**src/include/tmca_pkg.sv**
```systemverilog
// shared constants, register map and carrier types of the dual timer block
package tmca_pkg;
	localparam int NUM_TMR     = 2;
	localparam int CNT_W       = 10;
	localparam int CMP_P_W     = 3;
	localparam int P_SHIFT     = CNT_W - CMP_P_W;
	localparam int BYTE_W      = 8;
	localparam int ADDR_W      = 8;
	localparam int DATA_W      = 32;
	localparam int INT_W       = 2 * NUM_TMR;
	localparam int TMR_SEL_BIT = 5;
	localparam int IDX_LSB     = 2;
	localparam int IDX_MSB     = 4;

	// per-timer byte registers, timer 1 sits one stride above timer 0, then the shared interrupt status and mask
	localparam logic [ADDR_W-1:0] OFS_C0        = 8'h00;
	localparam logic [ADDR_W-1:0] OFS_C1        = 8'h04;
	localparam logic [ADDR_W-1:0] OFS_DL        = 8'h08;
	localparam logic [ADDR_W-1:0] OFS_DH        = 8'h0C;
	localparam logic [ADDR_W-1:0] OFS_AL        = 8'h10;
	localparam logic [ADDR_W-1:0] OFS_AH        = 8'h14;
	localparam logic [ADDR_W-1:0] OFS_TMR1      = 8'h20;
	localparam logic [ADDR_W-1:0] OFS_INT_STAT  = 8'h40;
	localparam logic [ADDR_W-1:0] OFS_INT_MASK  = 8'h44;
	localparam logic [2:0]        IDX_C0        = OFS_C0[IDX_MSB:IDX_LSB];
	localparam logic [2:0]        IDX_C1        = OFS_C1[IDX_MSB:IDX_LSB];
	localparam logic [2:0]        IDX_DL        = OFS_DL[IDX_MSB:IDX_LSB];
	localparam logic [2:0]        IDX_DH        = OFS_DH[IDX_MSB:IDX_LSB];
	localparam logic [2:0]        IDX_AL        = OFS_AL[IDX_MSB:IDX_LSB];
	localparam logic [2:0]        IDX_AH        = OFS_AH[IDX_MSB:IDX_LSB];

	// counter clock select codes
	localparam logic [2:0] CK_SYS4     = 3'h0;
	localparam logic [2:0] CK_SYS      = 3'h1;
	localparam logic [2:0] CK_H16      = 3'h2;
	localparam logic [2:0] CK_H64      = 3'h3;
	localparam logic [2:0] CK_SUB_A    = 3'h4;
	localparam logic [2:0] CK_SUB_B    = 3'h5;
	localparam logic [2:0] CK_EXT_RISE = 3'h6;
	localparam logic [2:0] CK_EXT_FALL = 3'h7;

	// operating modes and pin edge/action codes
	localparam logic [1:0] MODE_CMP    = 2'h0;
	localparam logic [1:0] MODE_CAP    = 2'h1;
	localparam logic [1:0] MODE_PWM    = 2'h2;
	localparam logic [1:0] MODE_TMR    = 2'h3;
	localparam logic [1:0] IO_HOLD     = 2'h0;
	localparam logic [1:0] IO_LOW      = 2'h1;
	localparam logic [1:0] IO_HIGH     = 2'h2;
	localparam logic [1:0] IO_TOGGLE   = 2'h3;
	localparam logic [1:0] CAP_RISE    = 2'h0;
	localparam logic [1:0] CAP_FALL    = 2'h1;
	localparam logic [1:0] CAP_BOTH    = 2'h2;
	localparam logic [1:0] PWM_OFF     = 2'h0;
	localparam logic [1:0] PWM_ON      = 2'h1;
	localparam logic [1:0] PWM_RUN     = 2'h2;
	localparam logic [1:0] PWM_ONESHOT = 2'h3;

	// prescalers
	localparam int         SYS_DIV   = 4;
	localparam int         H_DIV_LO  = 16;
	localparam int         H_DIV_HI  = 64;
	localparam logic [1:0] SYS_LAST  = 2'(SYS_DIV - 1);
	localparam logic [3:0] H_LO_LAST = 4'(H_DIV_LO - 1);
	localparam logic [5:0] H_HI_LAST = 6'(H_DIV_HI - 1);

	// reset values
	localparam logic [BYTE_W-1:0] C0_RST   = 8'h00;
	localparam logic [BYTE_W-1:0] C1_RST   = 8'h00;
	localparam logic [BYTE_W-1:0] BUF_RST  = 8'h00;
	localparam logic [CNT_W-1:0]  COMPARE_A_VALUE_RST = 10'h000;
	localparam logic [INT_W-1:0]  MASK_RST = 4'h0;

	localparam logic [1:0] RESP_OKAY   = 2'h0;
	localparam logic [1:0] RESP_DECERR = 2'h3;

	typedef struct packed {
		logic       pau;
		logic [2:0] ck;
		logic       on;
		logic [2:0] rp;
	} tmca_c0_t;

	typedef struct packed {
		logic [1:0] mode;
		logic [1:0] io;
		logic       oc;
		logic       pol;
		logic       dpx;
		logic       cclr;
	} tmca_c1_t;

	typedef struct packed {
		logic sys4;
		logic h16;
		logic h64;
		logic sub;
	} tmca_ticks_t;

	typedef struct packed {
		logic a_match;
		logic p_match;
		logic capture;
	} tmca_evt_t;

	typedef struct packed {
		logic       hit;
		logic       tmr_reg;
		logic       tmr;
		logic [2:0] idx;
		logic       stat;
		logic       mask;
	} tmca_dec_t;
endpackage : tmca_pkg

```
**src/design/tmca_timer_core.sv**
```systemverilog
// one timer: clock select, 10-bit counter, comparators, capture and output pin
`timescale 1ns/10ps
module tmca_timer_core (
	input  wire logic                   clk_sys,
	input  wire logic                   rst,
	input  tmca_pkg::tmca_c0_t          c0,
	input  tmca_pkg::tmca_c1_t          c1,
	input  wire logic [tmca_pkg::CNT_W-1:0] compare_a_value,
	input  tmca_pkg::tmca_ticks_t       ticks,
	input  wire logic                   ext_count_clock_pin,
	input  wire logic                   capture_input_pin,
	output logic [tmca_pkg::CNT_W-1:0]  cnt,
	output tmca_pkg::tmca_evt_t         evt,
	output logic                        pin_level
);
	function automatic logic edge_hit(input logic prev, input logic cur, input logic rise, input logic fall);
		edge_hit = (rise & ~prev & cur) | (fall & prev & ~cur);
	endfunction : edge_hit

	logic                       ext_prev_r;
	logic                       cap_prev_r;
	logic                       on_prev_r;
	logic                       out_r;
	logic                       out_nxt;
	logic [tmca_pkg::CNT_W-1:0] cnt_r;
	logic [tmca_pkg::CNT_W-1:0] cnt_nxt;
	logic                       tick_src;

	wire                        ext_rise  = edge_hit(ext_prev_r, ext_count_clock_pin, 1'b1, 1'b0);
	wire                        ext_fall  = edge_hit(ext_prev_r, ext_count_clock_pin, 1'b0, 1'b1);
	wire                        on_rise   = c0.on & ~on_prev_r;
	wire                        tick_run  = tick_src & c0.on & ~c0.pau;
	wire [tmca_pkg::CNT_W-1:0]  cnt_inc   = tmca_pkg::CNT_W'(cnt_r + 1'b1);
	wire                        a_hit     = tick_run & (cnt_inc == compare_a_value);
	wire                        p_hit     = tick_run & (cnt_inc[tmca_pkg::CNT_W-1:tmca_pkg::P_SHIFT] == c0.rp)
		& (cnt_inc[tmca_pkg::P_SHIFT-1:0] == '0);
	wire                        clr_on_a  = (c1.mode == tmca_pkg::MODE_PWM) ? c1.dpx : c1.cclr;
	wire                        clr_hit   = clr_on_a ? a_hit : p_hit;
	wire                        cap_rise  = (c1.io == tmca_pkg::CAP_RISE) | (c1.io == tmca_pkg::CAP_BOTH);
	wire                        cap_fall  = (c1.io == tmca_pkg::CAP_FALL) | (c1.io == tmca_pkg::CAP_BOTH);
	wire                        cap_hit   = (c1.mode == tmca_pkg::MODE_CAP)
		& edge_hit(cap_prev_r, capture_input_pin, cap_rise, cap_fall);
	wire [tmca_pkg::CNT_W-1:0]  duty      = c1.dpx ? {c0.rp, tmca_pkg::P_SHIFT'(0)} : compare_a_value;

	// clock source mux, internal sources other than sys arrive as enable pulses, sys is a constant enable
	always_comb begin
		case (c0.ck)
			tmca_pkg::CK_SYS4:     tick_src = ticks.sys4;
			tmca_pkg::CK_SYS:      tick_src = 1'b1;
			tmca_pkg::CK_H16:      tick_src = ticks.h16;
			tmca_pkg::CK_H64:      tick_src = ticks.h64;
			tmca_pkg::CK_SUB_A,
			tmca_pkg::CK_SUB_B:    tick_src = ticks.sub;
			tmca_pkg::CK_EXT_RISE: tick_src = ext_rise;
			tmca_pkg::CK_EXT_FALL: tick_src = ext_fall;
			default:               tick_src = 1'b0;
		endcase
	end

	// count up, clear on switch-on or on the selected match, hold when off or paused
	always_comb begin
		if (on_rise) begin
			cnt_nxt = '0;
		end else if (tick_run) begin
			cnt_nxt = clr_hit ? '0 : cnt_inc;
		end else begin
			cnt_nxt = cnt_r;
		end
	end

	// output pin behaviour per mode; pwm and compare share the one pin
	always_comb begin
		out_nxt = out_r;
		case (c1.mode)
			tmca_pkg::MODE_CMP: begin
				if (on_rise) begin
					out_nxt = c1.oc;
				end else if (a_hit) begin
					case (c1.io)
						tmca_pkg::IO_LOW:    out_nxt = 1'b0;
						tmca_pkg::IO_HIGH:   out_nxt = 1'b1;
						tmca_pkg::IO_TOGGLE: out_nxt = ~out_r;
						default:             out_nxt = out_r;
					endcase
				end
			end
			tmca_pkg::MODE_PWM: begin
				case (c1.io)
					tmca_pkg::PWM_OFF:  out_nxt = ~c1.oc;
					tmca_pkg::PWM_ON:   out_nxt = c1.oc;
					tmca_pkg::PWM_RUN:  out_nxt = (c0.on && cnt_nxt < duty) ? c1.oc : ~c1.oc;
					tmca_pkg::PWM_ONESHOT: begin
						if (on_rise) begin
							out_nxt = c1.oc;
						end else if (a_hit) begin
							out_nxt = ~c1.oc;
						end
					end
					default: out_nxt = out_r;
				endcase
			end
			default: out_nxt = out_r;
		endcase
	end

	always_ff @(posedge clk_sys or posedge rst) begin
		if (rst) begin
			ext_prev_r <= 1'b0;
			cap_prev_r <= 1'b0;
			on_prev_r  <= 1'b0;
			out_r      <= 1'b0;
			cnt_r      <= '0;
		end else begin
			ext_prev_r <= ext_count_clock_pin;
			cap_prev_r <= capture_input_pin;
			on_prev_r  <= c0.on;
			out_r      <= out_nxt;
			cnt_r      <= cnt_nxt;
		end
	end

	// in capture mode the capture edge stands in for the comparator A event
	assign evt.a_match = (c1.mode == tmca_pkg::MODE_CAP) ? cap_hit : a_hit;
	assign evt.p_match = p_hit;
	assign evt.capture = cap_hit;
	assign cnt         = cnt_r;
	assign pin_level   = out_r ^ c1.pol;
endmodule : tmca_timer_core

```
**src/design/tmca_top.sv**
```systemverilog
// dual timer block with AXI4-Lite register access, byte buffers and interrupts
// Notes on behaviour
// Two identical timers, each with own counter, comparators, interrupts and pins.
// Each timer offers counting, capture, compare output, single pulse and PWM.
// Free-running up-counter; compare match flags event, may clear counter and move pin.
// Counter clock chosen by three-bit field among internal ratios or external pin.
// External pin clock counts on rising or falling edge as configured.
// Separate comparator A and comparator P events; either may clear counter.
// Capture pin edge selectable: rising, falling, or both.
// Compare output mode drives pin high, low, or toggles on match.
// PWM comes out on the same pin as compare output.
// PWM is edge aligned; software picks whether duty or period is adjustable.
// Counter and compare A low bytes pass through one shared 8-bit buffer.
// Compare A low write fills buffer; high write stores high and copies buffer.
// High byte read returns high and latches low byte; low read returns buffer.
// Software writes low before high and reads high before low.
// Counter and compare A are ten bits; comparator P matches top three bits.
// Clock codes: sys/4, sys, high/16, high/64, sub, sub, pin rise, pin fall.
// Switching counter on clears it; switching off freezes its value.
// Comparator events held as pending flags until software clears them.
//
// The AXI4-Lite register port and the placing of the registers are this design's own decisions.
`timescale 1ns/10ps
module tmca_top (
	input  wire logic                          clk_sys,
	input  wire logic                          rst,
	input  wire logic [tmca_pkg::ADDR_W-1:0]   s_axi_awaddr,
	input  wire logic [2:0]                    s_axi_awprot,
	input  wire logic                          s_axi_awvalid,
	output logic                               s_axi_awready,
	input  wire logic [tmca_pkg::DATA_W-1:0]   s_axi_wdata,
	input  wire logic [3:0]                    s_axi_wstrb,
	input  wire logic                          s_axi_wvalid,
	output logic                               s_axi_wready,
	output logic [1:0]                         s_axi_bresp,
	output logic                               s_axi_bvalid,
	input  wire logic                          s_axi_bready,
	input  wire logic [tmca_pkg::ADDR_W-1:0]   s_axi_araddr,
	input  wire logic [2:0]                    s_axi_arprot,
	input  wire logic                          s_axi_arvalid,
	output logic                               s_axi_arready,
	output logic [tmca_pkg::DATA_W-1:0]        s_axi_rdata,
	output logic [1:0]                         s_axi_rresp,
	output logic                               s_axi_rvalid,
	input  wire logic                          s_axi_rready,
	input  wire logic                          internal_high_clock_tick,
	input  wire logic                          sub_clock_tick,
	input  wire logic [tmca_pkg::NUM_TMR-1:0]  ext_count_clock_pin,
	input  wire logic [tmca_pkg::NUM_TMR-1:0]  capture_input_pin,
	output logic [tmca_pkg::NUM_TMR-1:0]       timer_output_pin,
	output logic                               irq
);
	// split a byte address into the register it names
	function automatic tmca_pkg::tmca_dec_t addr_dec(input logic [tmca_pkg::ADDR_W-1:0] addr);
		logic [2:0] idx;
		logic       in_tmr;
		idx                = addr[tmca_pkg::IDX_MSB:tmca_pkg::IDX_LSB];
		in_tmr             = (addr < tmca_pkg::OFS_INT_STAT) && (idx <= tmca_pkg::IDX_AH)
			&& (addr[tmca_pkg::IDX_LSB-1:0] == '0);
		addr_dec.tmr_reg   = in_tmr;
		addr_dec.tmr       = addr[tmca_pkg::TMR_SEL_BIT];
		addr_dec.idx       = idx;
		addr_dec.stat      = (addr == tmca_pkg::OFS_INT_STAT);
		addr_dec.mask      = (addr == tmca_pkg::OFS_INT_MASK);
		addr_dec.hit       = in_tmr | addr_dec.stat | addr_dec.mask;
	endfunction : addr_dec

	// bus handshake state
	logic                            awready_r;
	logic                            wready_r;
	logic                            bvalid_r;
	logic [1:0]                      bresp_r;
	logic [tmca_pkg::ADDR_W-1:0]     awaddr_r;
	logic [tmca_pkg::BYTE_W-1:0]     wbyte_r;
	logic                            wlane_r;
	logic                            arready_r;
	logic                            ar_pend_r;
	logic [tmca_pkg::ADDR_W-1:0]     araddr_r;
	logic                            rvalid_r;
	logic [1:0]                      rresp_r;
	logic [tmca_pkg::DATA_W-1:0]     rdata_r;
	logic [tmca_pkg::DATA_W-1:0]     rd_word;

	// interrupt, prescaler and pin state
	logic [tmca_pkg::INT_W-1:0]      stat_r;
	logic [tmca_pkg::INT_W-1:0]      stat_nxt;
	logic [tmca_pkg::INT_W-1:0]      mask_r;
	logic [tmca_pkg::INT_W-1:0]      stat_set;
	logic                            irq_r;
	logic [1:0]                      sys_div_r;
	logic [5:0]                      h_div_r;
	logic [tmca_pkg::NUM_TMR-1:0]    pin_r;
	logic [tmca_pkg::NUM_TMR-1:0]    pin_now;
	tmca_pkg::tmca_ticks_t           ticks;
	tmca_pkg::tmca_evt_t             evt_w    [tmca_pkg::NUM_TMR];
	logic [tmca_pkg::BYTE_W-1:0]     tmr_rd   [tmca_pkg::NUM_TMR];

	wire                             aw_take  = s_axi_awvalid & awready_r;
	wire                             w_take   = s_axi_wvalid & wready_r;
	wire                             ar_take  = s_axi_arvalid & arready_r;
	wire                             wr_go    = ~awready_r & ~wready_r & ~bvalid_r;
	wire                             rd_go    = ar_pend_r & ~wr_go & ~rvalid_r;
	wire tmca_pkg::tmca_dec_t        wd       = addr_dec(awaddr_r);
	wire tmca_pkg::tmca_dec_t        rdd      = addr_dec(araddr_r);
	wire                             wr_en    = wr_go & wlane_r & wd.hit;
	wire                             stat_clr = wr_en & wd.stat;
	wire                             mask_wr  = wr_en & wd.mask;

	// write address and data are taken in either order, then executed together
	always_ff @(posedge clk_sys or posedge rst) begin
		if (rst) begin
			awready_r <= 1'b1;
			wready_r  <= 1'b1;
		end else begin
			awready_r <= aw_take ? 1'b0 : (wr_go ? 1'b1 : awready_r);
			wready_r  <= w_take ? 1'b0 : (wr_go ? 1'b1 : wready_r);
		end
	end

	always_ff @(posedge clk_sys or posedge rst) begin
		if (rst) begin
			awaddr_r <= '0;
			wbyte_r  <= '0;
			wlane_r  <= 1'b0;
		end else begin
			if (aw_take) begin
				awaddr_r <= s_axi_awaddr;
			end
			if (w_take) begin
				wbyte_r <= s_axi_wdata[tmca_pkg::BYTE_W-1:0];
				wlane_r <= s_axi_wstrb[0];
			end
		end
	end

	always_ff @(posedge clk_sys or posedge rst) begin
		if (rst) begin
			bvalid_r <= 1'b0;
			bresp_r  <= tmca_pkg::RESP_OKAY;
		end else if (wr_go) begin
			bvalid_r <= 1'b1;
			bresp_r  <= wd.hit ? tmca_pkg::RESP_OKAY : tmca_pkg::RESP_DECERR;
		end else if (s_axi_bready) begin
			bvalid_r <= 1'b0;
		end
	end

	// reads wait one cycle whenever a write executes, so buffer side effects never collide
	always_ff @(posedge clk_sys or posedge rst) begin
		if (rst) begin
			arready_r <= 1'b1;
			ar_pend_r <= 1'b0;
			araddr_r  <= '0;
		end else begin
			if (ar_take) begin
				araddr_r <= s_axi_araddr;
			end
			ar_pend_r <= ar_take ? 1'b1 : (rd_go ? 1'b0 : ar_pend_r);
			arready_r <= ar_take ? 1'b0 : ((rvalid_r & s_axi_rready) ? 1'b1 : arready_r);
		end
	end

	always_comb begin
		rd_word = '0;
		if (rdd.tmr_reg) begin
			rd_word = tmca_pkg::DATA_W'(tmr_rd[rdd.tmr]);
		end else if (rdd.stat) begin
			rd_word = tmca_pkg::DATA_W'(stat_r);
		end else if (rdd.mask) begin
			rd_word = tmca_pkg::DATA_W'(mask_r);
		end
	end

	always_ff @(posedge clk_sys or posedge rst) begin
		if (rst) begin
			rvalid_r <= 1'b0;
			rresp_r  <= tmca_pkg::RESP_OKAY;
			rdata_r  <= '0;
		end else if (rd_go) begin
			rvalid_r <= 1'b1;
			rresp_r  <= rdd.hit ? tmca_pkg::RESP_OKAY : tmca_pkg::RESP_DECERR;
			rdata_r  <= rd_word;
		end else if (s_axi_rready) begin
			rvalid_r <= 1'b0;
		end
	end

	// prescalers shared by both timers
	always_ff @(posedge clk_sys or posedge rst) begin
		if (rst) begin
			sys_div_r <= '0;
			h_div_r   <= '0;
		end else begin
			sys_div_r <= 2'(sys_div_r + 1'b1);
			if (internal_high_clock_tick) begin
				h_div_r <= 6'(h_div_r + 1'b1);
			end
		end
	end

	assign ticks.sys4 = (sys_div_r == tmca_pkg::SYS_LAST);
	assign ticks.h16  = internal_high_clock_tick & (h_div_r[3:0] == tmca_pkg::H_LO_LAST);
	assign ticks.h64  = internal_high_clock_tick & (h_div_r == tmca_pkg::H_HI_LAST);
	assign ticks.sub  = sub_clock_tick;

	genvar g;
	generate
		for (g = 0; g < tmca_pkg::NUM_TMR; g++) begin : g_tmr
			tmca_pkg::tmca_c0_t          c0_r;
			tmca_pkg::tmca_c1_t          c1_r;
			logic [tmca_pkg::CNT_W-1:0]  compare_a_value_r;
			logic [tmca_pkg::BYTE_W-1:0] buf_r;
			logic [tmca_pkg::CNT_W-1:0]  cnt_w;

			wire wr_t = wr_en & wd.tmr_reg & (wd.tmr == 1'(g));
			wire rd_t = rd_go & rdd.tmr_reg & (rdd.tmr == 1'(g));

			always_ff @(posedge clk_sys or posedge rst) begin
				if (rst) begin
					c0_r <= tmca_pkg::C0_RST;
					c1_r <= tmca_pkg::C1_RST;
				end else begin
					if (wr_t && wd.idx == tmca_pkg::IDX_C0) begin
						c0_r <= wbyte_r;
					end
					if (wr_t && wd.idx == tmca_pkg::IDX_C1) begin
						c1_r <= wbyte_r;
					end
				end
			end

			// shared low-byte buffer: filled by compare A low write or by high-byte read
			always_ff @(posedge clk_sys or posedge rst) begin
				if (rst) begin
					buf_r <= tmca_pkg::BUF_RST;
				end else if (wr_t && wd.idx == tmca_pkg::IDX_AL) begin
					buf_r <= wbyte_r;
				end else if (rd_t && rdd.idx == tmca_pkg::IDX_DH) begin
					buf_r <= cnt_w[tmca_pkg::BYTE_W-1:0];
				end else if (rd_t && rdd.idx == tmca_pkg::IDX_AH) begin
					buf_r <= compare_a_value_r[tmca_pkg::BYTE_W-1:0];
				end
			end

			// high write commits both halves at once; a capture loses to it
			always_ff @(posedge clk_sys or posedge rst) begin
				if (rst) begin
					compare_a_value_r <= tmca_pkg::COMPARE_A_VALUE_RST;
				end else if (wr_t && wd.idx == tmca_pkg::IDX_AH) begin
					compare_a_value_r <= {wbyte_r[tmca_pkg::CNT_W-tmca_pkg::BYTE_W-1:0], buf_r};
				end else if (evt_w[g].capture) begin
					compare_a_value_r <= cnt_w;
				end
			end

			// low bytes read only the buffer, high bytes read live
			always_comb begin
				case (rdd.idx)
					tmca_pkg::IDX_C0: tmr_rd[g] = c0_r;
					tmca_pkg::IDX_C1: tmr_rd[g] = c1_r;
					tmca_pkg::IDX_DL,
					tmca_pkg::IDX_AL: tmr_rd[g] = buf_r;
					tmca_pkg::IDX_DH: tmr_rd[g] = tmca_pkg::BYTE_W'(cnt_w[tmca_pkg::CNT_W-1:tmca_pkg::BYTE_W]);
					tmca_pkg::IDX_AH: tmr_rd[g] = tmca_pkg::BYTE_W'(compare_a_value_r[tmca_pkg::CNT_W-1:tmca_pkg::BYTE_W]);
					default:          tmr_rd[g] = '0;
				endcase
			end

			tmca_timer_core u_core (
				.clk_sys             (clk_sys),
				.rst                 (rst),
				.c0                  (c0_r),
				.c1                  (c1_r),
				.compare_a_value                (compare_a_value_r),
				.ticks               (ticks),
				.ext_count_clock_pin (ext_count_clock_pin[g]),
				.capture_input_pin   (capture_input_pin[g]),
				.cnt                 (cnt_w),
				.evt                 (evt_w[g]),
				.pin_level           (pin_now[g])
			);

			assign stat_set[2*g]   = evt_w[g].a_match;
			assign stat_set[2*g+1] = evt_w[g].p_match;
		end
	endgenerate

	// sticky flags, write one to clear, a new event beats the clear
	assign stat_nxt = (stat_r & ~(stat_clr ? wbyte_r[tmca_pkg::INT_W-1:0] : '0)) | stat_set;

	always_ff @(posedge clk_sys or posedge rst) begin
		if (rst) begin
			stat_r <= '0;
			mask_r <= tmca_pkg::MASK_RST;
			irq_r  <= 1'b0;
			pin_r  <= '0;
		end else begin
			stat_r <= stat_nxt;
			if (mask_wr) begin
				mask_r <= wbyte_r[tmca_pkg::INT_W-1:0];
			end
			irq_r  <= |(stat_r & mask_r);
			pin_r  <= pin_now;
		end
	end

	assign s_axi_awready    = awready_r;
	assign s_axi_wready     = wready_r;
	assign s_axi_bvalid     = bvalid_r;
	assign s_axi_bresp      = bresp_r;
	assign s_axi_arready    = arready_r;
	assign s_axi_rvalid     = rvalid_r;
	assign s_axi_rresp      = rresp_r;
	assign s_axi_rdata      = rdata_r;
	assign timer_output_pin = pin_r;
	assign irq              = irq_r;
endmodule : tmca_top

```
**config.mk**
```make
export PLATFORM = sky130hd
export DESIGN_NAME = tmca_top
export DESIGN_NICKNAME = d
export VERILOG_FILES = /design/src/include/tmca_pkg.sv /design/src/design/tmca_timer_core.sv /design/src/design/tmca_top.sv
export SDC_FILE = /design/constraint.sdc
export NUM_CORES = 1
export LEC_CHECK = 0
export BUFFER_PORTS_ARGS = -buffer_cell sky130_fd_sc_hd__buf_2
export CAP_MARGIN = 10
export CORE_MARGIN = 4
export CORE_UTILIZATION = 45
export CTS_CLUSTER_SIZE = 24
export DETAILED_ROUTE_END_ITERATION = 7
export PLACE_DENSITY = 0.7
export SLEW_MARGIN = 5
export SYNTH_ARGS = -nofsm -noshare
export SYNTH_HDL_FRONTEND = slang
export SYNTH_SLANG_ARGS = --single-unit
```
**constraint.sdc**
```tcl
create_clock -name clk_sys -period 10.8 [get_ports clk_sys]
set_clock_uncertainty 0.2 [all_clocks]
set_input_delay 1.62 -clock clk_sys [delete_from_list [all_inputs] [get_ports clk_sys]]
set_output_delay 1.62 -clock clk_sys [all_outputs]
set_load 0.01 [all_outputs]
```
==> out/results.txt, run 1 <==
maximum vdd drop - 139 uV
sequential share of power - 0.435
initial DRC count - 676
post-synthesis cell area - 9800 sq um
clock sinks - 156
Initial Util - 0.462
leading area contributor after synthesis - dfrtp_1
Critical Path RT - 10.97 ns
Post CTS Setup Buffer Count - 0
count of final hold-check violations - 0
Area Growth Syn to Fin - 9.58%
chip height - 156 um
via count - 7868
maxcap violations - 0
Gate power share - 0.301
wire per inst - 19.0 um
worst skew pair latency - 0.43 ns
Core Box Area - 21200 sq um
clock root cell - clkbuf_16
net switching power - 872 uW
leading cell type in the layout, fill and taps excluded - dfrtp_1
area of the multi-input gates - 5420 sq um
I/O pins - 115
critical path class - in2reg
Sw Ratio - 0.381
Crit. End Element - flop
Cell Int Power - 1.42 mW
FMAX - 171 MHz
Worst Path Arrival - 6.02 ns
first-pass iteration count of the detailed router - 5
Syn Area/Cell - 9.62 sq um
hold path start - sys_div_r[0]$_DFF_PP0_
Routed WL - 25500 um
register area - 3910 sq um
synth warn - 0
commonest non-fill, non-tap cells in the layout - dfrtp_1 (153), nor2_1 (101), a21oi_1 (98)
Synth Instances - 1019
drt via density - 5.88
EDFF count, synth - 0
Max clock buf depth - 2
GRT Total Usage - 0.214
GPL Wtd Cong - 0.913
H-tree level count - 4
dpl cell area - 10100 sq um
layout cell share with drive strength beyond 1 - 0.189
CTS Buf Count - 17
Die ar. - 24200 sq um
Lkg Pwr - 4.90 nW
FILL cells - 1955
Post-CTS Resized - 0
Synth cell types - 87
pin count of the biggest net entering global routing - 93
Slew Viols, Final - 0
top post-synthesis cells by area - dfrtp_1 (39%), mux2_2 (8.0%), mux2i_1 (5.8%)
number of global-route vias before repair - 7605
initial antenna violation count - 0
status - completed
worst reg2reg setup slack - 5.64 ns
diode count - 0
Worst slew margin - 0.268
clock network fraction of total power - 0.265
worst hold endpoint - sys_div_r[0]$_DFF_PP0_
Min-Delay Path Depth - 1
hold slack - 0.219 ns
# nets final - 1155
DRC - 0
utilization after layout - 0.506
Top FF cell, synth - dfrtp_1
RSZ-0062 raised after global routing - no
worst-margin pin slew - 1.10 ns
# hold bufs at CTS - 0
setup_tns - 0 ns
global-route wire length before repair - 41200 um
Buffers on Ports - 57
min cycle time layout - 5.85 ns
CTS clk-pin slew, worst paths - 0.07 ns
grt ovf - 0
CTS tree - built
power per cell area - 213 nW/um^2
post-route cell area - 10700 sq um
crit start category - input port
largest fanout on the critical path - 9
die width - 156 um
period utilization - 0.542
ANT nets after route - 0
reg-to-reg endpoint - g_tmr[0].u_core.out_r$_DFFE_PP0P_
sequential area share after synthesis - 0.399
R2R depth - 19
Min-Delay Path Class - reg2reg
post-synthesis sequential element count - 156
Crit Reg-Reg Startpoint - g_tmr[0].u_core.cnt[0]$_DFF_PP0_
number of setup violations in the final report - 0
Post-synth ARST share - 1.00
# rows - 53
post-DP HPWL - 18400 um
Yosys top cell area share - 0.391
metal layers:
metal / wire length (um) / up-vias / GRT usage
met3: 1960 / 37 / 0.0469
met1: 11700 / 3836 / 0.311
met5: 0 / - / 0
met4: 507 / 0 / 0.0600
met2: 11300 / 302 / 0.323
li1: - / 3693 / -
flip-flops by register name, indices dropped and copies added (netlist names), 4 cells and up:
register	cells
araddr_r	8
awaddr_r	8
s_axi_rdata	8
wbyte_r	8
g_tmr.buf_r	16
g_tmr.u_core.cnt	20
g_tmr.c0_r	16
h_div_r	6
stat_r	4
g_tmr.c1_r	16
mask_r	4
g_tmr.compare_a_value_r	20
synth_stat cells, types with 17 or more instances:
cell type	count
a21oi_1	98
buf_4	27
clkbuf_1	31
dfrtp_1	153
ha_1	33
inv_1	25
mux2_2	70
mux2i_1	57
nand2_1	66
nand2b_1	19
nand3_1	20
nor2_1	101
nor3_1	17
o21ai_0	36
xnor2_1	24
critical path: stages:
cell	delay, ns
buf_2	0.13
nand4_2	0.17
a211o_1	0.36
a311oi_4	0.60
nand2b_1	0.11
a2111o_1	0.58
mux2i_4	0.39
o21ai_1	0.10
a21oi_1	0.17
nor2_1	0.08
ha_1	0.31
a21o_1	0.18
a21o_1	0.16
a21oi_1	0.16
o211ai_1	0.13
nand2_1	0.12
mux2_2	0.33
a21oi_1	0.13
nand4_1	0.09
nand3_1	0.09
cell type report:
cell class / count / area share
clock buffer: 21 / 0.0429
sequential: 156 / 0.364
clock inverter: 11 / 0.0126
timing repair buffer: 68 / 0.0343
multi-input combinational: 782 / 0.505
inverter: 26 / 0.00956
tap: 275 / 0.0320
worst max path at each step:
stage / start / depth (start not counted) / slack [ns] / to
6_report: internal_high_clock_tick / 20 / 4.95 / g_tmr[1].u_core.out_r$_DFFE_PP0P_
5_1_grt: internal_high_clock_tick / 20 / 4.76 / g_tmr[1].u_core.out_r$_DFFE_PP0P_
2_1_floorplan: rst / 1 / 4.78 / ar_pend_r$_DFFE_PP0P_
3_3_place_gp: internal_high_clock_tick / 20 / 4.62 / g_tmr[1].u_core.out_r$_DFFE_PP0P_
3_5_place_dp: internal_high_clock_tick / 20 / 4.61 / g_tmr[1].u_core.out_r$_DFFE_PP0P_
4_1_cts: internal_high_clock_tick / 20 / 5.03 / g_tmr[1].u_core.out_r$_DFFE_PP0P_
cells by family after synthesis:
group                      Yosys count  synth area share
buffers and inverters              104            0.0570
AOI/OAI and AO/OA                  240             0.156
and+or+nand+nor                    317             0.167
other                                1          0.000383
xor gates and xnor gates            38            0.0340
muxes                              130             0.145
adders and majority gates           33            0.0421
DFF                                156             0.399
power groups by stage:
stage / combinational [mW] / sequential, mW / clock [mW]
after detailed placement: 0.683 / 1.00 / 0
after global placement: 0.664 / 0.998 / 0
after floorplan: 0.577 / 0.884 / 0
after CTS: 0.687 / 0.993 / 0.617
final: 0.689 / 0.997 / 0.606
after global routing: 0.773 / 1.02 / 0.639
metrics by stage:
stage	power, mW	worst slack, ns	std cells
2_1_floorplan	1.46	4.78	1042
6_report	2.29	4.95	1339
3_5_place_dp	1.69	4.61	1307
5_1_grt	2.44	4.76	1339
3_3_place_gp	1.66	4.62	1307
4_1_cts	2.30	5.03	1339
Note: power is estimated with default switching activity, not from simulation.
==> inputs of run 2 (changes only) <==
PLACE_DENSITY = 0.73   (was 0.7)
clock period = 5.2 ns   (was 10.8 ns; I/O delays follow)
==> run 2 against run 1 <==
  * Non-clock buffer count grew 17
  * Combinational power grew 110%
  * Global-route usage grew 0.36 points
  * Clock-buffer cell count shrank 4
  * Core utilization grew 0.74 points
  * Worst hold slack gained 0.0086 ns
  * Register-to-register slack lost 5.3 ns
  * Routed wire length grew 1.7%
  * Power grew 110%
  * Critical path type is now reg2reg
  * Critical endpoint unchanged
  * Largest power group unchanged
==> out/results.txt, run 2 (same netlist as run 1, synthesis figures left out) <==
period utilization - 0.944
# rows - 53 (unchanged)
Max clock buf depth - 2 (unchanged)
clock root cell - clkbuf_16
Critical Path RT - 5.37 ns (-5.60 ns)
DRC - 0 (unchanged)
Core Box Area - 21200 sq um (unchanged)
number of global-route vias before repair - 7762 (+2.1%)
Met3 Wirelength - 2390 um (+22%)
number of setup violations in the final report - 0 (unchanged)
ANT nets after route - 0 (unchanged)
global-route wire length before repair - 41800 um (+1.5%)
grt ovf - 0 (unchanged)
commonest non-fill, non-tap cells in the layout - dfrtp_1 (153), nor2_1 (101), a21oi_1 (98)
initial DRC count - 789 (+17%)
min cycle time layout - 4.91 ns
pin count of the biggest net entering global routing - 94 (+1.1%)
maximum vdd drop - 354 uV (+150%)
total power draw - 4.79 mW (+110%)
Routed WL - 25900 um (+1.7%)
Crit. End Element - flop
CTS Buf Count - 17 (unchanged)
dpl ws - 0.0616 ns (-4.55 ns)
WL met2 - 11600 um (+2.4%)
die width - 156 um (unchanged)
Min-Delay Path Class - reg2reg
chip height - 156 um (unchanged)
Top Metal Used - met4
worst-margin pin slew - 1.25 ns (+0.159 ns)
CTS tree - built
Die ar. - 24200 sq um (unchanged)
FMAX - 204 MHz
FILL cells - 1913 (-2.1%)
Worst slew margin - 0.161 (-0.107)
Buffers on Ports - 57 (unchanged)
CTS clk-pin slew, worst paths - 0.07 ns (about the same)
leading cell type in the layout, fill and taps excluded - dfrtp_1
final std cells w/o fill - 1356 (+1.3%)
clock sinks - 156 (unchanged)
Initial Util - 0.462 (unchanged)
crit start category - flop
# hold bufs at CTS - 0 (unchanged)
wire length on met1 - 11200 um (-3.8%)
placed cells - 1324 (+1.3%)
first-pass iteration count of the detailed router - 5 (unchanged)
Area Growth Syn to Fin - 11.2%
RSZ-0062 raised after global routing - no
via count - 8059 (+2.4%)
GRT Total Usage - 0.217 (+0.00363)
GPL Wtd Cong - 0.956 (+4.7%)
worst skew pair latency - 0.44 ns (about the same)
Post-CTS Resized - 0 (unchanged)
Lkg Pwr - 4.99 nW (+1.8%)
# nets final - 1172 (+1.5%)
utilization after layout - 0.513 (+0.00737)
diode count - 0 (unchanged)
post-route cell area - 10900 sq um (+1.5%)
dpl cell area - 10300 sq um (+1.5%)
setup ws final - 0.291 ns (-4.66 ns)
setup_tns - 0 ns (unchanged)
critical path class - reg2reg
hold slack - 0.228 ns (+0.00859 ns)
drt via density - 5.94 (+1.1%)
I/O pins - 115 (unchanged)
Worst Path Arrival - 5.08 ns (-0.94 ns)
maxcap violations - 0 (unchanged)
largest fanout on the critical path - 8 (-1)
power per cell area - 440 nW/um^2 (+110%)
post-DP HPWL - 18700 um (+2.0%)
H-tree level count - 4 (unchanged)
count of final hold-check violations - 0 (unchanged)
initial antenna violation count - 0 (unchanged)
status - completed
layout cell share with drive strength beyond 1 - 0.204 (+0.0146)
wire per inst - 19.1 um (+0.41%)
Post CTS Setup Buffer Count - 0 (unchanged)
Slew Viols, Final - 0 (unchanged)
run 2: area by class of cell:
cell class / count / area (sq um) / area share
repair buffers: 85 / 520 / 0.0478
flip-flops and latches: 156 / 3910 / 0.359
clock buffers: 17 / 425 / 0.0391
multi-input cells: 782 / 5420 / 0.497
clock inverters: 15 / 174 / 0.0160
well taps: 275 / 344 / 0.0316
inverters: 26 / 103 / 0.00942
run 2: critical path, stage by stage, from the launching register on:
cell and delay [ns]:
dfrtp_1 0.38, ha_1 0.20, nand4_2 0.19, a211o_1 0.36, a311oi_4 0.45, nand2b_1 0.14, a2111o_1 0.48, buf_4 0.18
a21oi_4 0.19, nor3_1 0.07, a21oi_1 0.20, nor2_1 0.09, ha_1 0.31, a21o_1 0.18, a21o_1 0.17, a21oi_1 0.13
o211ai_1 0.13, nand2_1 0.12, mux2_2 0.33, a21oi_1 0.14, nand4_1 0.09, nand3_1 0.10
run 2: worst paths after layout:
kind	to	start	slack [ns]	cells after the start
worst min-delay path	sys_div_r[0]$_DFF_PP0_	sys_div_r[0]$_DFF_PP0_	0.23	1
worst min register to register	sys_div_r[0]$_DFF_PP0_	sys_div_r[0]$_DFF_PP0_	0.23	1
min in group asynchronous	wbyte_r[7]$_DFFE_PP0P_	rst	0.32	2
worst max register to register	g_tmr[1].u_core.out_r$_DFFE_PP0P_	h_div_r[0]$_DFFE_PP0P_	0.29	21
worst max-delay path	g_tmr[1].u_core.out_r$_DFFE_PP0P_	h_div_r[0]$_DFFE_PP0P_	0.29	21
max in group asynchronous	mask_r[0]$_DFFE_PP0P_	rst	3.51	3
run 2: report_power, final:
group	total (mW)	switching [mW]	internal, mW
combinational	1.44	0.775	0.662
clock	1.27	0.583	0.686
sequential	2.09	0.535	1.55
total	4.79	1.89	2.90
run 2: per-layer routing:
layer | global-route usage | vias up
met2 | 0.335 | 376
met1 | 0.304 | 3903
met3 | 0.0527 | 54
met4 | 0.0679 | 0
met5 | 0 | -
li1 | - | 3726
==> inputs of run 3 (changes only) <==
MAX_ROUTING_LAYER = met4   (was not set)
==> run 3 against run 2 <==
  * Combinational power is essentially flat
  * Final cell count rose by 0.22%
  * Clock-buffer cell count stayed put
  * Routed wire length up 2.7%
  * Critical path depth decreased by 2
  * Worst setup slack got worse by 0.029 ns
  * Power decreased by 0.22%
  * First-iteration DRC count down 13%
  * Register-to-register slack got worse by 0.03 ns
  * Sequential power is essentially flat
  * Worst hold slack got worse by 0.00059 ns
  * Non-clock buffer count rose by 3
  * Critical path type unchanged
  * Largest cell class unchanged
  * Largest power group unchanged
  * Highest routed layer unchanged
==> out/results.txt, run 3 (same netlist as run 1, synthesis figures left out) <==
status - completed
GPL Wtd Cong - 0.957 (+0.12%)
# nets final - 1175 (+0.26%)
utilization after layout - 0.513 (about the same)
Die ar. - 24200 sq um (unchanged)
post-DP HPWL - 19200 um (+2.3%)
Post-CTS Resized - 0 (unchanged)
Buffers on Ports - 57 (unchanged)
global-route wire length before repair - 42600 um (+1.9%)
dpl cell area - 10300 sq um (+0.22%)
commonest non-fill, non-tap cells in the layout - dfrtp_1 (153), nor2_1 (101), a21oi_1 (98)
RSZ-0062 raised after global routing - no
initial antenna violation count - 0 (unchanged)
number of setup violations in the final report - 0 (unchanged)
Crit. End Element - flop
DRC - 0 (unchanged)
met3 Use GR - 0.0455 (-0.00721)
post-route cell area - 10900 sq um (about the same)
Min-Delay Path Class - reg2reg
drt via density - 5.97 (+0.39%)
Worst slew margin - 0.177 (+0.0161)
worst skew pair latency - 0.43 ns (about the same)
grt met2 use - 0.335 (unchanged)
FILL cells - 1926 (+0.68%)
worst-margin pin slew - 1.23 ns (-0.0241 ns)
Post CTS Setup Buffer Count - 0 (unchanged)
# rows - 53 (unchanged)
largest fanout on the critical path - 8 (unchanged)
chip height - 156 um (unchanged)
Max clock buf depth - 2 (unchanged)
clock root cell - clkbuf_16
# hold bufs at CTS - 0 (unchanged)
GR peak layer - met2
leading cell type in the layout, fill and taps excluded - dfrtp_1
count of final hold-check violations - 0 (unchanged)
first-pass iteration count of the detailed router - 5 (unchanged)
clock sinks - 156 (unchanged)
critical path class - reg2reg
FMAX - 203 MHz (-0.59%)
period utilization - 0.950 (+0.00557)
number of global-route vias before repair - 7839 (+0.99%)
Initial Util - 0.462 (unchanged)
via count - 8108 (+0.61%)
wire per inst - 19.6 um (+2.5%)
CTS clk-pin slew, worst paths - 0.07 ns (about the same)
ANT nets after route - 0 (unchanged)
setup_tns - 0 ns (unchanged)
routing usage on met1 - 0.317 (+0.0131)
CTS tree - built
pin count of the biggest net entering global routing - 83 (-12%)
Lkg Pwr - 5.00 nW (+0.25%)
die width - 156 um (unchanged)
layout cell share with drive strength beyond 1 - 0.206 (+0.00220)
maxcap violations - 0 (unchanged)
GRT Total Usage - 0.229 (+0.0120)
min cycle time layout - 4.94 ns (+0.0289 ns)
Core Box Area - 21200 sq um (unchanged)
crit start category - flop
Routed WL - 26600 um (+2.7%)
H-tree level count - 4 (unchanged)
Worst Path Arrival - 5.11 ns (+0.03 ns)
power per cell area - 439 nW/um^2 (-0.24%)
Slew Viols, Final - 0 (unchanged)
CTS Buf Count - 17 (unchanged)
Critical Path RT - 5.38 ns (about the same)
grt ovf - 0 (unchanged)
I/O pins - 115 (unchanged)
area of the multi-input gates - 5420 sq um (unchanged)
initial DRC count - 687 (-13%)
diode count - 0 (unchanged)
Area Growth Syn to Fin - 11.2% (about the same)
register area - 3910 sq um (unchanged)
maximum vdd drop - 346 uV (-2.0%)
[run 3: worst max-delay path, stage by stage, from the launching register on]
cell	delay, ns
dfrtp_1	0.39
ha_1	0.21
nand4_2	0.19
a211o_1	0.36
a311oi_4	0.57
nand2b_1	0.13
a2111o_1	0.51
mux2i_4	0.25
buf_12	0.15
a31oi_1	0.04
o21ai_1	0.14
a21oi_1	0.11
ha_1	0.32
a211oi_1	0.34
o211ai_1	0.19
nand2_1	0.11
mux2_2	0.33
a21oi_1	0.15
nand4_1	0.10
nand3_1	0.09
[run 3: routing by layer]
metal | wire (um) | share of wire
met3 | 2270 | 0.085
met2 | 11900 | 0.45
met4 | 773 | 0.029
met1 | 11600 | 0.44
met5 | 0 | 0
[run 3: final timing paths]
| kind | end | depth (start not counted) | startpoint | slack (ns) |
|---|---|---|---|---|
| worst max-delay path | g_tmr[1].u_core.out_r$_DFFE_PP0P_ | 19 | h_div_r[0]$_DFFE_PP0P_ | 0.26 |
| min in group asynchronous | g_tmr[1].u_core.cap_prev_r$_DFF_PP0_ | 2 | rst | 0.28 |
| max in group asynchronous | g_tmr[1].buf_r[0]$_DFFE_PP0P_ | 3 | rst | 3.52 |
| worst max register to register | g_tmr[1].u_core.out_r$_DFFE_PP0P_ | 19 | h_div_r[0]$_DFFE_PP0P_ | 0.26 |
| worst min-delay path | sys_div_r[0]$_DFF_PP0_ | 1 | sys_div_r[0]$_DFF_PP0_ | 0.23 |
| worst min register to register | sys_div_r[0]$_DFF_PP0_ | 1 | sys_div_r[0]$_DFF_PP0_ | 0.23 |
[run 3: per-stage QoR]
stage                     worst slack (ns)  hold WS [ns]  cells  power (mW)
after floorplan                     0.0185         0.201   1042        3.03
after global placement               0.177         0.215   1327        3.45
after detailed placement             0.113         0.226   1327        3.51
after CTS                            0.296         0.235   1359        4.77
after global routing                0.0404         0.268   1359        5.07
final                                0.262         0.227   1359        4.78
[run 3: cell type report]
type,instances,share of cell area
multi-input cells,782,0.497
flip-flops and latches,156,0.359
repair buffers,88,0.0498
clock buffers,17,0.0390
well taps,275,0.0316
clock inverters,15,0.0141
inverters,26,0.00942
[run 3: where the power goes]
group          switching (mW)  total [mW]  internal [mW]
clock                   0.572        1.25          0.675
sequential              0.538        2.09           1.55
combinational           0.783        1.45          0.663
total                    1.89        4.78           2.89
